$ cat src/status_pkg.sv
package status_pkg;

  // Questionable event bit positions.
  localparam int unsigned QUES_VOLT_OVLD_BIT = 0;
  localparam int unsigned QUES_CURR_OVLD_BIT = 1;
  localparam int unsigned QUES_OHMS_OVLD_BIT = 9;
  localparam int unsigned QUES_LIMIT_LO_BIT  = 11;
  localparam int unsigned QUES_LIMIT_HI_BIT  = 12;
  localparam int unsigned QUES_REMOTE_BIT    = 13;

  // Bits of the questionable register that can ever be set.
  localparam logic [15:0] QUES_USED_MASK = 16'h3a03;

  // Summary status byte bit positions.
  localparam int unsigned STB_QUES_BIT = 3;
  localparam int unsigned STB_MSG_BIT  = 4;
  localparam int unsigned STB_ESB_BIT  = 5;
  localparam int unsigned STB_RQS_BIT  = 6;

  // Service request mask bits that may feed the master summary.
  localparam logic [7:0] SRM_USED_MASK = 8'hbe;

  // Reset values.
  localparam logic [15:0] QUES_LATCH_RST = 16'h0000;
  localparam logic [15:0] QUES_MASK_RST  = 16'h0000;
  localparam logic [7:0]  SRM_RST        = 8'h00;

  // Status read selector.
  typedef enum logic [2:0] {
    RD_QUES_EVENT,
    RD_QUES_MASK,
    RD_STB_QUERY,
    RD_SERIAL_POLL,
    RD_SRM
  } read_sel_e;

  // Raw measurement conditions feeding the questionable register.
  typedef struct packed {
    logic volt_ovld;
    logic curr_ovld;
    logic ohms_ovld;
    logic limit_lo;
    logic limit_hi;
    logic remote;
  } meas_cond_s;

  // Host command strobes decoded by the parser.
  typedef struct packed {
    logic       clear_status;
    logic       ques_mask_wr;
    logic       srm_wr;
    logic [15:0] wdata;
    logic       rd_req;
    read_sel_e  rd_sel;
  } host_cmd_s;

endpackage

$ cat src/instrument_status_summary.sv
`timescale 1ns/1ps
// Functional notes
// - Questionable bits latch until read or clear.
// - Bits 0,1,9 flag voltage/current/ohms overloads.
// - Bit 11 low limit, bit 12 high.
// - Bit 13 remote; other bits unused zero.
// - Questionable mask gates summary contribution.
// - Enabled rising event sets status bit 3.
// - Event read or clear drops bit 3.
// - Status byte eight bits; 0,1,2,7 zero.
// - Message bit set on response, cleared by terminator.
// - Standard event summary sets bit 5.
// - Master summary is OR of enabled bits.
// - Request flag set by panel/summary; poll clears.
// - Service request line follows request flag.
// - Status byte query changes nothing.
// - Bit 6 is flag on poll, summary on query.
// - Query returns byte as plain binary value.
// - Host loads eight-bit service request mask.
// - Only mask bits 1-5 and 7 count.
// - Master summary rise (first status bit set with its counted mask bit) sets request bit.
// - Mask read shows bit 6 as zero.
module instrument_status_summary #(
  parameter int unsigned QUES_W = 16,  // Questionable register width.
  parameter int unsigned STB_W  = 8    // Status byte width.
) (
  // Clock and reset.
  input  wire logic                   clk_i,
  input  wire logic                   rstn_i,
  // Measurement conditions.
  input  wire status_pkg::meas_cond_s meas_i,
  // Output buffer and standard event summary.
  input  wire logic                   resp_queued_i,
  input  wire logic                   term_sent_i,
  input  wire logic                   std_event_sum_i,
  // Front panel.
  input  wire logic                   panel_srq_i,
  // Host command strobes.
  input  wire status_pkg::host_cmd_s  cmd_i,
  // Read answer.
  output logic [QUES_W-1:0]           rdata_o,
  output logic                        rvalid_o,
  // Bus service request line and status view.
  output logic                        srq_o,
  output logic [STB_W-1:0]            status_byte_o
);

  logic [QUES_W-1:0] ques_set;        // Set strobes for each questionable bit.
  logic [QUES_W-1:0] questionable_event_latch;  // Latched questionable events.
  logic [QUES_W-1:0] ques_mask_ff;    // Questionable enable mask.
  logic [STB_W-1:0]  srm_ff;          // Service request mask.
  logic              ques_rd;         // Host reads the event register.
  logic              clr;             // Clear-status command.
  logic              poll_rd;         // Serial poll read.
  logic              ques_any;        // Any enabled questionable bit set.
  logic              ques_rise;       // Enabled questionable bits went high.
  logic              ques_sum;        // Questionable summary, status bit 3.
  logic              msg_avail_ff;    // Message available bit.
  logic              standard_event_summary_bit;             // Standard event summary bit.
  logic              master_summary_bit;             // Master summary bit.
  logic              mss_rise;        // Master summary went high.
  logic              request_service_flag;             // Request service flag.
  logic [STB_W-1:0]  stb_base;        // Status byte without bit 6.
  logic [QUES_W-1:0] nxt_rdata;       // Next read answer.

  // Decode of the host strobes.
  assign clr     = cmd_i.clear_status;
  assign ques_rd = cmd_i.rd_req && (cmd_i.rd_sel == status_pkg::RD_QUES_EVENT);
  assign poll_rd = cmd_i.rd_req && (cmd_i.rd_sel == status_pkg::RD_SERIAL_POLL);

  // Map each measurement condition to its questionable bit.
  always_comb begin
    ques_set = '0;
    ques_set[status_pkg::QUES_VOLT_OVLD_BIT] = meas_i.volt_ovld;
    ques_set[status_pkg::QUES_CURR_OVLD_BIT] = meas_i.curr_ovld;
    ques_set[status_pkg::QUES_OHMS_OVLD_BIT] = meas_i.ohms_ovld;
    ques_set[status_pkg::QUES_LIMIT_LO_BIT]  = meas_i.limit_lo;
    ques_set[status_pkg::QUES_LIMIT_HI_BIT]  = meas_i.limit_hi;
    ques_set[status_pkg::QUES_REMOTE_BIT]    = meas_i.remote;
  end

  // One sticky cell per used bit; unused bits stay zero.
  genvar gi;
  generate
    for (gi = 0; gi < QUES_W; gi++) begin : g_ques
      if (status_pkg::QUES_USED_MASK[gi]) begin : g_used
        sticky_bit u_bit (
          .clk_i  (clk_i),
          .rstn_i (rstn_i),
          .set_i  (ques_set[gi]),
          .clr_i  (ques_rd | clr),
          .q_o    (questionable_event_latch[gi])
        );
      end else begin : g_unused
        assign questionable_event_latch[gi] = 1'b0;
      end
    end
  endgenerate

  // Host writes to the questionable mask register.
  always_ff @(posedge clk_i or negedge rstn_i) begin
    if (!rstn_i) begin
      ques_mask_ff <= status_pkg::QUES_MASK_RST;
    end else if (cmd_i.ques_mask_wr) begin
      ques_mask_ff <= cmd_i.wdata[QUES_W-1:0];
    end
  end

  // Service request mask register; all eight bits stored.
  always_ff @(posedge clk_i or negedge rstn_i) begin
    if (!rstn_i) begin
      srm_ff <= status_pkg::SRM_RST;
    end else if (cmd_i.srm_wr) begin
      srm_ff <= cmd_i.wdata[STB_W-1:0];
    end
  end

  // Summary of enabled questionable events.
  assign ques_any = |(questionable_event_latch & ques_mask_ff);

  // Rising edge of the enabled summary.
  rise_detect u_ques_rise (
    .clk_i  (clk_i),
    .rstn_i (rstn_i),
    .lvl_i  (ques_any),
    .rise_o (ques_rise)
  );

  // Questionable summary bit: set on enabled rise, dropped by read or clear.
  sticky_bit u_ques_sum (
    .clk_i  (clk_i),
    .rstn_i (rstn_i),
    .set_i  (ques_rise),
    .clr_i  (ques_rd | clr),
    .q_o    (ques_sum)
  );

  // Message available follows the output buffer.
  always_ff @(posedge clk_i or negedge rstn_i) begin
    if (!rstn_i) begin
      msg_avail_ff <= 1'b0;
    end else if (resp_queued_i) begin
      msg_avail_ff <= 1'b1;
    end else if (term_sent_i) begin
      msg_avail_ff <= 1'b0;
    end
  end

  // Standard event summary arrives already masked.
  assign standard_event_summary_bit = std_event_sum_i;

  // Status byte with bit 6 left open; bits 0,1,2,7 tie low.
  always_comb begin
    stb_base = '0;
    stb_base[status_pkg::STB_QUES_BIT] = ques_sum;
    stb_base[status_pkg::STB_MSG_BIT]  = msg_avail_ff;
    stb_base[status_pkg::STB_ESB_BIT]  = standard_event_summary_bit;
  end

  // Master summary over the mask bits allowed to contribute.
  assign master_summary_bit = |(stb_base & srm_ff & status_pkg::SRM_USED_MASK);

  // Master summary rise detector for the request flag.
  rise_detect u_mss_rise (
    .clk_i  (clk_i),
    .rstn_i (rstn_i),
    .lvl_i  (master_summary_bit),
    .rise_o (mss_rise)
  );

  // Request service flag, cleared by a serial poll after it is returned.
  sticky_bit u_rqs (
    .clk_i  (clk_i),
    .rstn_i (rstn_i),
    .set_i  (panel_srq_i | mss_rise),
    .clr_i  (poll_rd),
    .q_o    (request_service_flag)
  );

  // Read answer mux; the current state is returned before any clear.
  always_comb begin
    nxt_rdata = '0;
    case (cmd_i.rd_sel)
      status_pkg::RD_QUES_EVENT: begin
        nxt_rdata = questionable_event_latch;
      end
      status_pkg::RD_QUES_MASK: begin
        nxt_rdata = ques_mask_ff;
      end
      status_pkg::RD_STB_QUERY: begin
        // Query shows the master summary and clears nothing.
        nxt_rdata[STB_W-1:0] = stb_base;
        nxt_rdata[status_pkg::STB_RQS_BIT] = master_summary_bit;
      end
      status_pkg::RD_SERIAL_POLL: begin
        nxt_rdata[STB_W-1:0] = stb_base;
        nxt_rdata[status_pkg::STB_RQS_BIT] = request_service_flag;
      end
      status_pkg::RD_SRM: begin
        nxt_rdata[STB_W-1:0] = srm_ff;
        nxt_rdata[status_pkg::STB_RQS_BIT] = 1'b0;
      end
      default: begin
        nxt_rdata = '0;
      end
    endcase
  end

  // Registered read answer, one cycle after the request.
  always_ff @(posedge clk_i or negedge rstn_i) begin
    if (!rstn_i) begin
      rdata_o  <= '0;
      rvalid_o <= 1'b0;
    end else begin
      rvalid_o <= cmd_i.rd_req;
      if (cmd_i.rd_req) begin
        rdata_o <= nxt_rdata;
      end
    end
  end

  // Service request line and live status view, both registered.
  always_ff @(posedge clk_i or negedge rstn_i) begin
    if (!rstn_i) begin
      srq_o         <= 1'b0;
      status_byte_o <= '0;
    end else begin
      srq_o         <= request_service_flag;
      status_byte_o <= stb_base | ({{(STB_W-1){1'b0}}, master_summary_bit} << status_pkg::STB_RQS_BIT);
    end
  end

endmodule

$ cat src/rise_detect.sv
`timescale 1ns/1ps
// Detects a 0-to-1 transition of a level.
module rise_detect (
  // Clock and reset.
  input  wire logic clk_i,
  input  wire logic rstn_i,
  // Level in and pulse out.
  input  wire logic lvl_i,
  output logic      rise_o
);

  logic lvl_ff;  // Previous sample of the level.

  // Samples the level every cycle.
  always_ff @(posedge clk_i or negedge rstn_i) begin
    if (!rstn_i) begin
      lvl_ff <= 1'b0;
    end else begin
      lvl_ff <= lvl_i;
    end
  end

  // A rise is a high level that was low one cycle ago.
  assign rise_o = lvl_i & ~lvl_ff;

endmodule

$ cat src/sticky_bit.sv
`timescale 1ns/1ps
// One sticky flag: set wins over clear.
module sticky_bit (
  // Clock and reset.
  input  wire logic clk_i,
  input  wire logic rstn_i,
  // Control.
  input  wire logic set_i,
  input  wire logic clr_i,
  // State.
  output logic      q_o
);

  // Holds the flag; a set in the clearing cycle survives.
  always_ff @(posedge clk_i or negedge rstn_i) begin
    if (!rstn_i) begin
      q_o <= 1'b0;
    end else if (set_i) begin
      q_o <= 1'b1;
    end else if (clr_i) begin
      q_o <= 1'b0;
    end
  end

endmodule
$ cat config.mk
export PLATFORM = sky130hd
export DESIGN_NAME = instrument_status_summary
export DESIGN_NICKNAME = d
export VERILOG_FILES = /design/src/status_pkg.sv /design/src/instrument_status_summary.sv /design/src/rise_detect.sv /design/src/sticky_bit.sv
export SDC_FILE = /design/constraint.sdc
export NUM_CORES = 1
export LEC_CHECK = 0
export ABC_AREA = 0
export BUFFER_PORTS_ARGS = -buffer_cell sky130_fd_sc_hd__buf_2
export CAP_MARGIN = 20
export CORE_UTILIZATION = 46
export DETAILED_ROUTE_END_ITERATION = 6
export HOLD_SLACK_MARGIN = 0.12
export PLACE_DENSITY = 0.74
export SETUP_SLACK_MARGIN = 0.2
export SKIP_LAST_GASP = 1
export SYNTH_ARGS = -nofsm -noshare
export SYNTH_HDL_FRONTEND = slang
export SYNTH_SLANG_ARGS = --single-unit
$ cat constraint.sdc
create_clock -name clk_i -period 1.2 [get_ports clk_i]
set_clock_uncertainty 0.1 [all_clocks]
set_input_delay 0.12 -clock clk_i [delete_from_list [all_inputs] [get_ports clk_i]]
set_output_delay 0.12 -clock clk_i [all_outputs]
set_load 0.02 [all_outputs]
==> PnR_summary.wiki, run 1 <==
{| class="wikitable"
! Metric !! Value
|-
| Clock tree from TritonCTS || done
|-
| Reg2Reg Launch Point || srm_ff[5]
|-
| Vertical die dimension || 72.1 um
|-
| Reg2Reg Depth || 3
|-
| Post-layout worst setup margin || -0.0446 ns
|-
| Library cell used as clock root buffer || sky130_fd_sc_hd__clkbuf_8
|-
| Number of failing setup endpoints in the final timing report || 3
|-
| Final count of pins violating max slew || 0
|-
| Cells after synthesis || 178
|-
| Drt total wl || 5450 um
|-
| Unrepaired setup endpoints after global routing || true
|-
| Layout cells sized above 1 || 46.1%
|-
| Startpoint of the worst hold path || cmd_i[22]
|-
| Maximum frequency from static timing analysis || 0.803 GHz
|-
| Endpoint of the lowest-slack register-to-register path || rdata_o[6]
|-
| Violations in the final reports || design-rule violations, negative setup slack
|-
| Nature of the critical path startpoint || flop
|-
| Placement Setup Slack || -0.0329 ns
|-
| Max-cap violations || 0
|-
| CP max stage cell || sky130_fd_sc_hd__dfrtp_1
|-
| Worst-case vdd ir drop || 0.820 mV
|-
| Total leakage power || 0.00161 uW
|-
| Largest stage delay on the critical path || 0.39 ns
|-
| Outcome || complete, but fails checks
|-
| Commonest cells after routing, fill and taps aside || sky130_fd_sc_hd__dfrtp_1 (55), sky130_fd_sc_hd__buf_2 (34), sky130_fd_sc_hd__buf_6 (29)
|-
| Core outline area || 4720 um2
|-
| Cells along the critical path || a222oi_1, buf_4, o41ai_2
|-
| Final nets || 329
|-
| Clock slew at the register clock pins of the worst setup and hold paths || 0.11 ns
|-
| Hold Path Depth || 3
|-
| Overall power consumption || 4330 uW
|-
| FF+latch count, synth || 55
|-
| Via count || 1824
|-
| Number of hold-slack violations in the final timing report || 0
|-
| Ratio of routed vias to standard cells || 5.04
|-
| Drt first-iter violations || 102
|-
| Share of the clock period used by the worst path || 104%
|-
| Number of core rows || 25
|-
| Die Wd || 72.1 um
|-
| DR pass1 iterations || 6
|-
| Source-to-sink clock delay at the later pin of the worst-skew pair || 0.31 ns
|-
| Num ports || 61
|-
| Global-route congestion overflow total || 0
|-
| Path type of the worst setup path || flop to flop
|-
| Diodes inserted || 0
|-
| TritonCTS Buffers || 5
|-
| Initial standard-cell utilization of the core || 47.8%
|-
| Total power per unit cell area || 1250 nW/um2
|-
| Detailed-route wire length per cell || 15.1 um
|-
| Clock sink count || 55
|-
| Critical Path Fanout Max || 3
|-
| Largest delay contributor family on the critical path || compound AO/OA/AOI/OAI gates
|-
| Placed Cells || 309
|-
| Total DRC errors in the routed layout || 2
|-
| Final critical path time including I/O delays and setup || 1.24 ns
|-
| Buffer depth of the longest clock path || 2
|-
| Leading cell type in the layout, fill and taps excluded || sky130_fd_sc_hd__dfrtp_1
|-
| Number of buffers and inverters on the critical path || 1
|-
| Number of global-route vias before repair || 1799
|-
| Post-synth design cell area || 2260 um2
|-
| # H-tree levels || 2
|-
| Data required, critical path || 1.30 ns
|-
| Number of antenna violations at the first check in global routing || 0
|-
| Largest net degree at the start of global routing || 56
|-
| R2r setup slk || -0.04 ns
|-
| Total GRT Usage || 21.2%
|-
| Layout overhead on the synthesized area || 53.7%
|-
| Number of buffers added on ports || 56
|-
| Post-route non-filler standard cell count || 362
|-
| Die outline area || 5200 um2
|-
| Sum of net half-perimeters after detailed placement || 3260 um
|-
| Min-Delay Path Class || input port to flop
|-
| Wire length of the first global-routing pass || 8290 um
|-
| Unique masters post-synth || 30
|-
| Portion of the post-synthesis area used by sequential elements || 60.9%
|-
| Average cell area after synthesis || 12.7 um2
|-
| Yosys warning total || 0
|-
| Data arrival time of the critical path || 1.34 ns
|-
| Util after Layout || 73.5%
|-
| Critical path capture point type || flop
|-
| Hold-fix buffers at CTS || 29
|-
| Sum Neg Setup Slack || -0.0908 ns
|-
| Antenna-violating nets left || 0
|-
| RD Place Congestion || 0.762
|-
| Capture endpoint of the worst hold path || g_ques[0].g_used.u_bit.q_o
|}
-- power by group --
| group | internal [uW] | total, uW | switching, uW |
|---|---|---|---|
| clock | 676 | 1260 | 586 |
| sequential | 2020 | 2150 | 127 |
| combinational | 531 | 921 | 389 |
-- state kept, by name (all words and copies together), names as in the netlist --
register,cells
ques_mask_ff,16
srm_ff,7
status_byte_o,4
u_ques_rise.lvl_ff,1
u_ques_sum.q_o,1
g_ques.g_used.u_bit.q_o,6
rvalid_o,1
rdata_o,16
msg_avail_ff,1
u_rqs.q_o,1
srq_o,1
-- what timing repair did --
item                       CTS  global route
setup buffers                9             7
gates resized for setup     51            17
setup endpoints to repair   31            40
hold endpoints to repair    95             8
pin swaps                    7             7
-- cells by family (layout without fill, tap and decap cells) --
| group | after synthesis | after routing | synth area share (%) |
|---|---|---|---|
| AND/OR/NAND/NOR | 24 | 24 | 7.09 |
| AO/OA/AOI/OAI | 46 | 46 | 13.3 |
| flip-flops | 55 | 55 | 60.9 |
| multiplexers | 26 | 26 | 12.8 |
| buffers and inverters | 26 | 140 | 5.65 |
| other | 1 | 4 | 0.166 |
-- cell type report --
cell class | instances | area [um2]
Inverter | 13 | 48.8
Clock inverter | 2 | 35.0
Clock buffer | 6 | 82.6
Multi-Input combinational cell | 100 | 828
Fill cell | 311 | 1250
Timing Repair Buffer | 119 | 1020
Sequential cell | 55 | 1380
Tap cell | 67 | 83.8
-- per-layer routing --
metal	wire length, um	global-route usage [%]
met3	185	4.17
met1	2260	26.7
met5	0	0
met2	2960	36.8
met4	55	6.54
-- synthesized netlist by cell type --
cell type,n,area (um2)
sky130_fd_sc_hd__nand2b_1,2,12.5
sky130_fd_sc_hd__a222oi_1,1,10.0
sky130_fd_sc_hd__conb_1,1,3.75
sky130_fd_sc_hd__nor4b_4,1,23.8
sky130_fd_sc_hd__o21ai_1,3,15.0
sky130_fd_sc_hd__buf_2,6,30.0
sky130_fd_sc_hd__clkbuf_1,1,3.75
sky130_fd_sc_hd__mux2i_1,2,20.0
sky130_fd_sc_hd__nor2_2,1,6.26
sky130_fd_sc_hd__o21bai_1,1,7.51
sky130_fd_sc_hd__a22oi_1,10,75.1
sky130_fd_sc_hd__a221oi_1,1,8.76
sky130_fd_sc_hd__buf_4,6,45.0
sky130_fd_sc_hd__o41ai_1,1,8.76
sky130_fd_sc_hd__nand4b_1,1,8.76
sky130_fd_sc_hd__nor2b_1,7,43.8
sky130_fd_sc_hd__o22ai_1,2,12.5
sky130_fd_sc_hd__nand2_1,8,30.0
sky130_fd_sc_hd__o32ai_1,1,8.76
sky130_fd_sc_hd__a22o_1,1,8.76
sky130_fd_sc_hd__mux2_2,24,270
sky130_fd_sc_hd__a21oi_1,4,20.0
sky130_fd_sc_hd__o21ai_0,11,55.1
sky130_fd_sc_hd__nor4bb_1,1,10.0
sky130_fd_sc_hd__a31oi_1,3,18.8
sky130_fd_sc_hd__or2_2,2,12.5
sky130_fd_sc_hd__inv_1,13,48.8
sky130_fd_sc_hd__and4bb_2,1,12.5
sky130_fd_sc_hd__dfrtp_1,55,1380
sky130_fd_sc_hd__a21o_1,7,52.6
-- metrics by stage --
step | hold slack, ns | instance area (um2)
after CTS | 0.0637 | 3360
after global placement | 0.0346 | 2720
final | 0.0784 | 3470
after global routing | 0.0775 | 3470
after detailed placement | 0.0367 | 2720
after floorplan | -0.276 | 2300
-- worst max-delay path by stage --
stage,startpoint,end,slack [ns],depth (start not counted)
global route,srm_ff[5],u_rqs.q_o,-0.1,3
CTS,srm_ff[5],rdata_o[6],0.04,3
detailed placement,cmd_i[3],rdata_o[9],-0.03,5
finish,srm_ff[5],rdata_o[6],-0.04,3
global placement,srm_ff[5],u_rqs.q_o,0.06,2
floorplan,cmd_i[0],g_ques[12].g_used.u_bit.q_o,0.1,4
-- worst register-to-register path, stage by stage, from the launching register on --
cell                       delay, ns
sky130_fd_sc_hd__dfrtp_1        0.39
sky130_fd_sc_hd__a222oi_1       0.38
sky130_fd_sc_hd__buf_4          0.20
sky130_fd_sc_hd__o41ai_2        0.07
Power figures use the tool's default switching activity.
==> inputs of run 2 (changes only) <==
--- a/config.mk
+++ b/config.mk
@@ -12,6 +12,7 @@
 export DETAILED_ROUTE_END_ITERATION = 6
 export HOLD_SLACK_MARGIN = 0.12
 export PLACE_DENSITY = 0.74
+export RECOVER_POWER = 100
 export SETUP_SLACK_MARGIN = 0.2
 export SKIP_LAST_GASP = 1
 export SYNTH_ARGS = -nofsm -noshare
==> PnR_summary.wiki, run 2 (same netlist as run 1, synthesis figures left out) <==
{| class="wikitable"
! Metric !! Value
|-
| CP max stage cell || sky130_fd_sc_hd__dfrtp_1
|-
| TritonCTS Buffers || 5
|-
| Number of global-route vias before repair || 1799
|-
| Layout cells sized above 1 || 46.1%
|-
| Source-to-sink clock delay at the later pin of the worst-skew pair || 0.31 ns
|-
| # H-tree levels || 2
|-
| Crit. path cell count || 3
|-
| Antenna-violating nets left || 0
|-
| Layout overhead on the synthesized area || 53.1%
|-
| Reg2Reg Depth || 3
|-
| Total DRC errors in the routed layout || 2
|-
| Global-route congestion overflow total || 0
|-
| Num ports || 61
|-
| Data arrival time of the critical path || 1.34 ns
|-
| Drt first-iter violations || 105
|-
| Sum Neg Setup Slack || -0.0776 ns
|-
| Final-layout worst hold slack || 0.0790 ns
|-
| Core outline area || 4720 um2
|-
| Violations in the final reports || design-rule violations, negative setup slack
|-
| Die Wd || 72.1 um
|-
| Critical Path Fanout Max || 3
|-
| Hold-fix buffers at CTS || 29
|-
| Total GRT Usage || 21.2%
|-
| Final critical path time including I/O delays and setup || 1.24 ns
|-
| Number of buffers and inverters on the critical path || 1
|-
| Met2 track utilization from global routing || 36.8%
|-
| Maximum frequency from static timing analysis || 0.806 GHz
|-
| Worst-case vdd ir drop || 0.821 mV
|-
| Number of buffers added on ports || 56
|-
| Cells along the critical path || a222oi_1, buf_4, o41ai_2
|-
| Hold Path Depth || 3
|-
| Commonest cells after routing, fill and taps aside || sky130_fd_sc_hd__dfrtp_1 (55), sky130_fd_sc_hd__buf_2 (34), sky130_fd_sc_hd__buf_6 (29)
|-
| Via count || 1812
|-
| Largest stage delay on the critical path || 0.39 ns
|-
| Clock sink count || 55
|-
| Number of antenna violations at the first check in global routing || 0
|-
| Largest delay contributor family on the critical path || compound AO/OA/AOI/OAI gates
|-
| Leading cell type in the layout, fill and taps excluded || sky130_fd_sc_hd__dfrtp_1
|-
| Critical path capture point type || flop
|-
| Share of the clock period used by the worst path || 103%
|-
| Placement Setup Slack || -0.0329 ns
|-
| Post-layout worst setup margin || -0.0414 ns
|-
| Diodes inserted || 0
|-
| Die outline area || 5200 um2
|-
| Total leakage power || 0.00161 uW
|-
| Vertical die dimension || 72.1 um
|-
| Gr busiest metal || met2
|-
| Number of core rows || 25
|-
| Fillers || 312
|-
| Area used by multi-input combinational logic || 828 um2
|-
| Transition time at the pin with the least slew margin || 0.676 ns
|-
| Largest net degree at the start of global routing || 56
|-
| Drt total wl || 5490 um
|-
| Met3 Resource Use GR || 4.17%
|-
| Clock slew at the register clock pins of the worst setup and hold paths || 0.11 ns
|-
| Nature of the critical path startpoint || flop
|-
| Final count of pins violating max slew || 0
|-
| Max-cap violations || 0
|-
| Wire length of the first global-routing pass || 8290 um
|-
| Outcome || complete, but fails checks
|-
| Unrepaired setup endpoints after global routing || true
|-
| Initial standard-cell utilization of the core || 47.8%
|-
| Final nets || 329
|-
| Data required, critical path || 1.30 ns
|-
| Relative slew slack || 54.9%
|-
| Number of failing setup endpoints in the final timing report || 3
|-
| Sum of net half-perimeters after detailed placement || 3260 um
|-
| Placed cell areas || 2720 um2
|-
| Library cell used as clock root buffer || sky130_fd_sc_hd__clkbuf_8
|-
| DR pass1 iterations || 6
|-
| Largest registers in the final layout || ques_mask_ff (16), rdata_o (16), srm_ff (7)
|-
| Number of hold-slack violations in the final timing report || 0
|-
| Clock tree from TritonCTS || done
|-
| Detailed-route wire length per cell || 15.2 um
|-
| Path type of the worst setup path || flop to flop
|-
| Util after Layout || 73.2%
|-
| Min-Delay Path Class || input port to flop
|-
| Final Instance Area || 3460 um2
|-
| Ratio of routed vias to standard cells || 5.01
|-
| Buffer depth of the longest clock path || 2
|-
| Total area of sequential cells || 1380 um2
|-
| RD Place Congestion || 0.762
|-
| Met1 global-route usage || 26.7%
|-
| R2r setup slk || -0.04 ns
|-
| Total power per unit cell area || 1250 nW/um2
|}
[run 2: cell counts in the layout (fill, tap and decap cells not counted)]
No cell type changed its count.
[run 2: path summary, 6_finish.rpt]
path                            from                    endpoint
max                        srm_ff[5]                  rdata_o[6]
max reg2reg                srm_ff[5]                  rdata_o[6]
min                        cmd_i[22]  g_ques[0].g_used.u_bit.q_o
min in group asynchronous     rstn_i            ques_mask_ff[14]
min reg2reg                u_rqs.q_o                       srq_o
max in group asynchronous     rstn_i            ques_mask_ff[12]
[run 2: timing repair]
action	in CTS	in global routing
setup endpoints to repair	31	40
buffers inserted	9	7
resized for setup	51	17
hold endpoints to repair	95	8
pin swaps	7	7
[run 2: area by class of cell]
| class | instances | area share, % |
|---|---|---|
| tap | 67 | 2.42 |
| clock inverter | 2 | 1.01 |
| timing repair buffer | 119 | 29.0 |
| sequential | 55 | 39.8 |
| multi-input combinational | 100 | 23.9 |
| clock buffer | 6 | 2.39 |
| inverter | 13 | 1.41 |
[run 2: metal layers]
layer | wire length (um) | up-vias
met1 | 2280 | 909
met5 | 0 | -
met3 | 157 | 8
met2 | 2970 | 49
li1 | - | 846
met4 | 72 | 0
[run 2: worst min-delay path: stages]
cell and delay [ns]:
sky130_fd_sc_hd__buf_2 0.10, sky130_fd_sc_hd__nor2_2 0.07, sky130_fd_sc_hd__a21o_1 0.15
[run 2: power by group]
part | internal (uW) | switching [uW]
registers | 2020 | 128
logic | 526 | 390
clock network | 676 | 585
[run 2: through the flow]
step / total power [uW] / instances
after floorplan: 2510 / 181
after global placement: 2770 / 309
after detailed placement: 2790 / 309
after CTS: 4260 / 355
after global routing: 4490 / 362
final: 4330 / 362
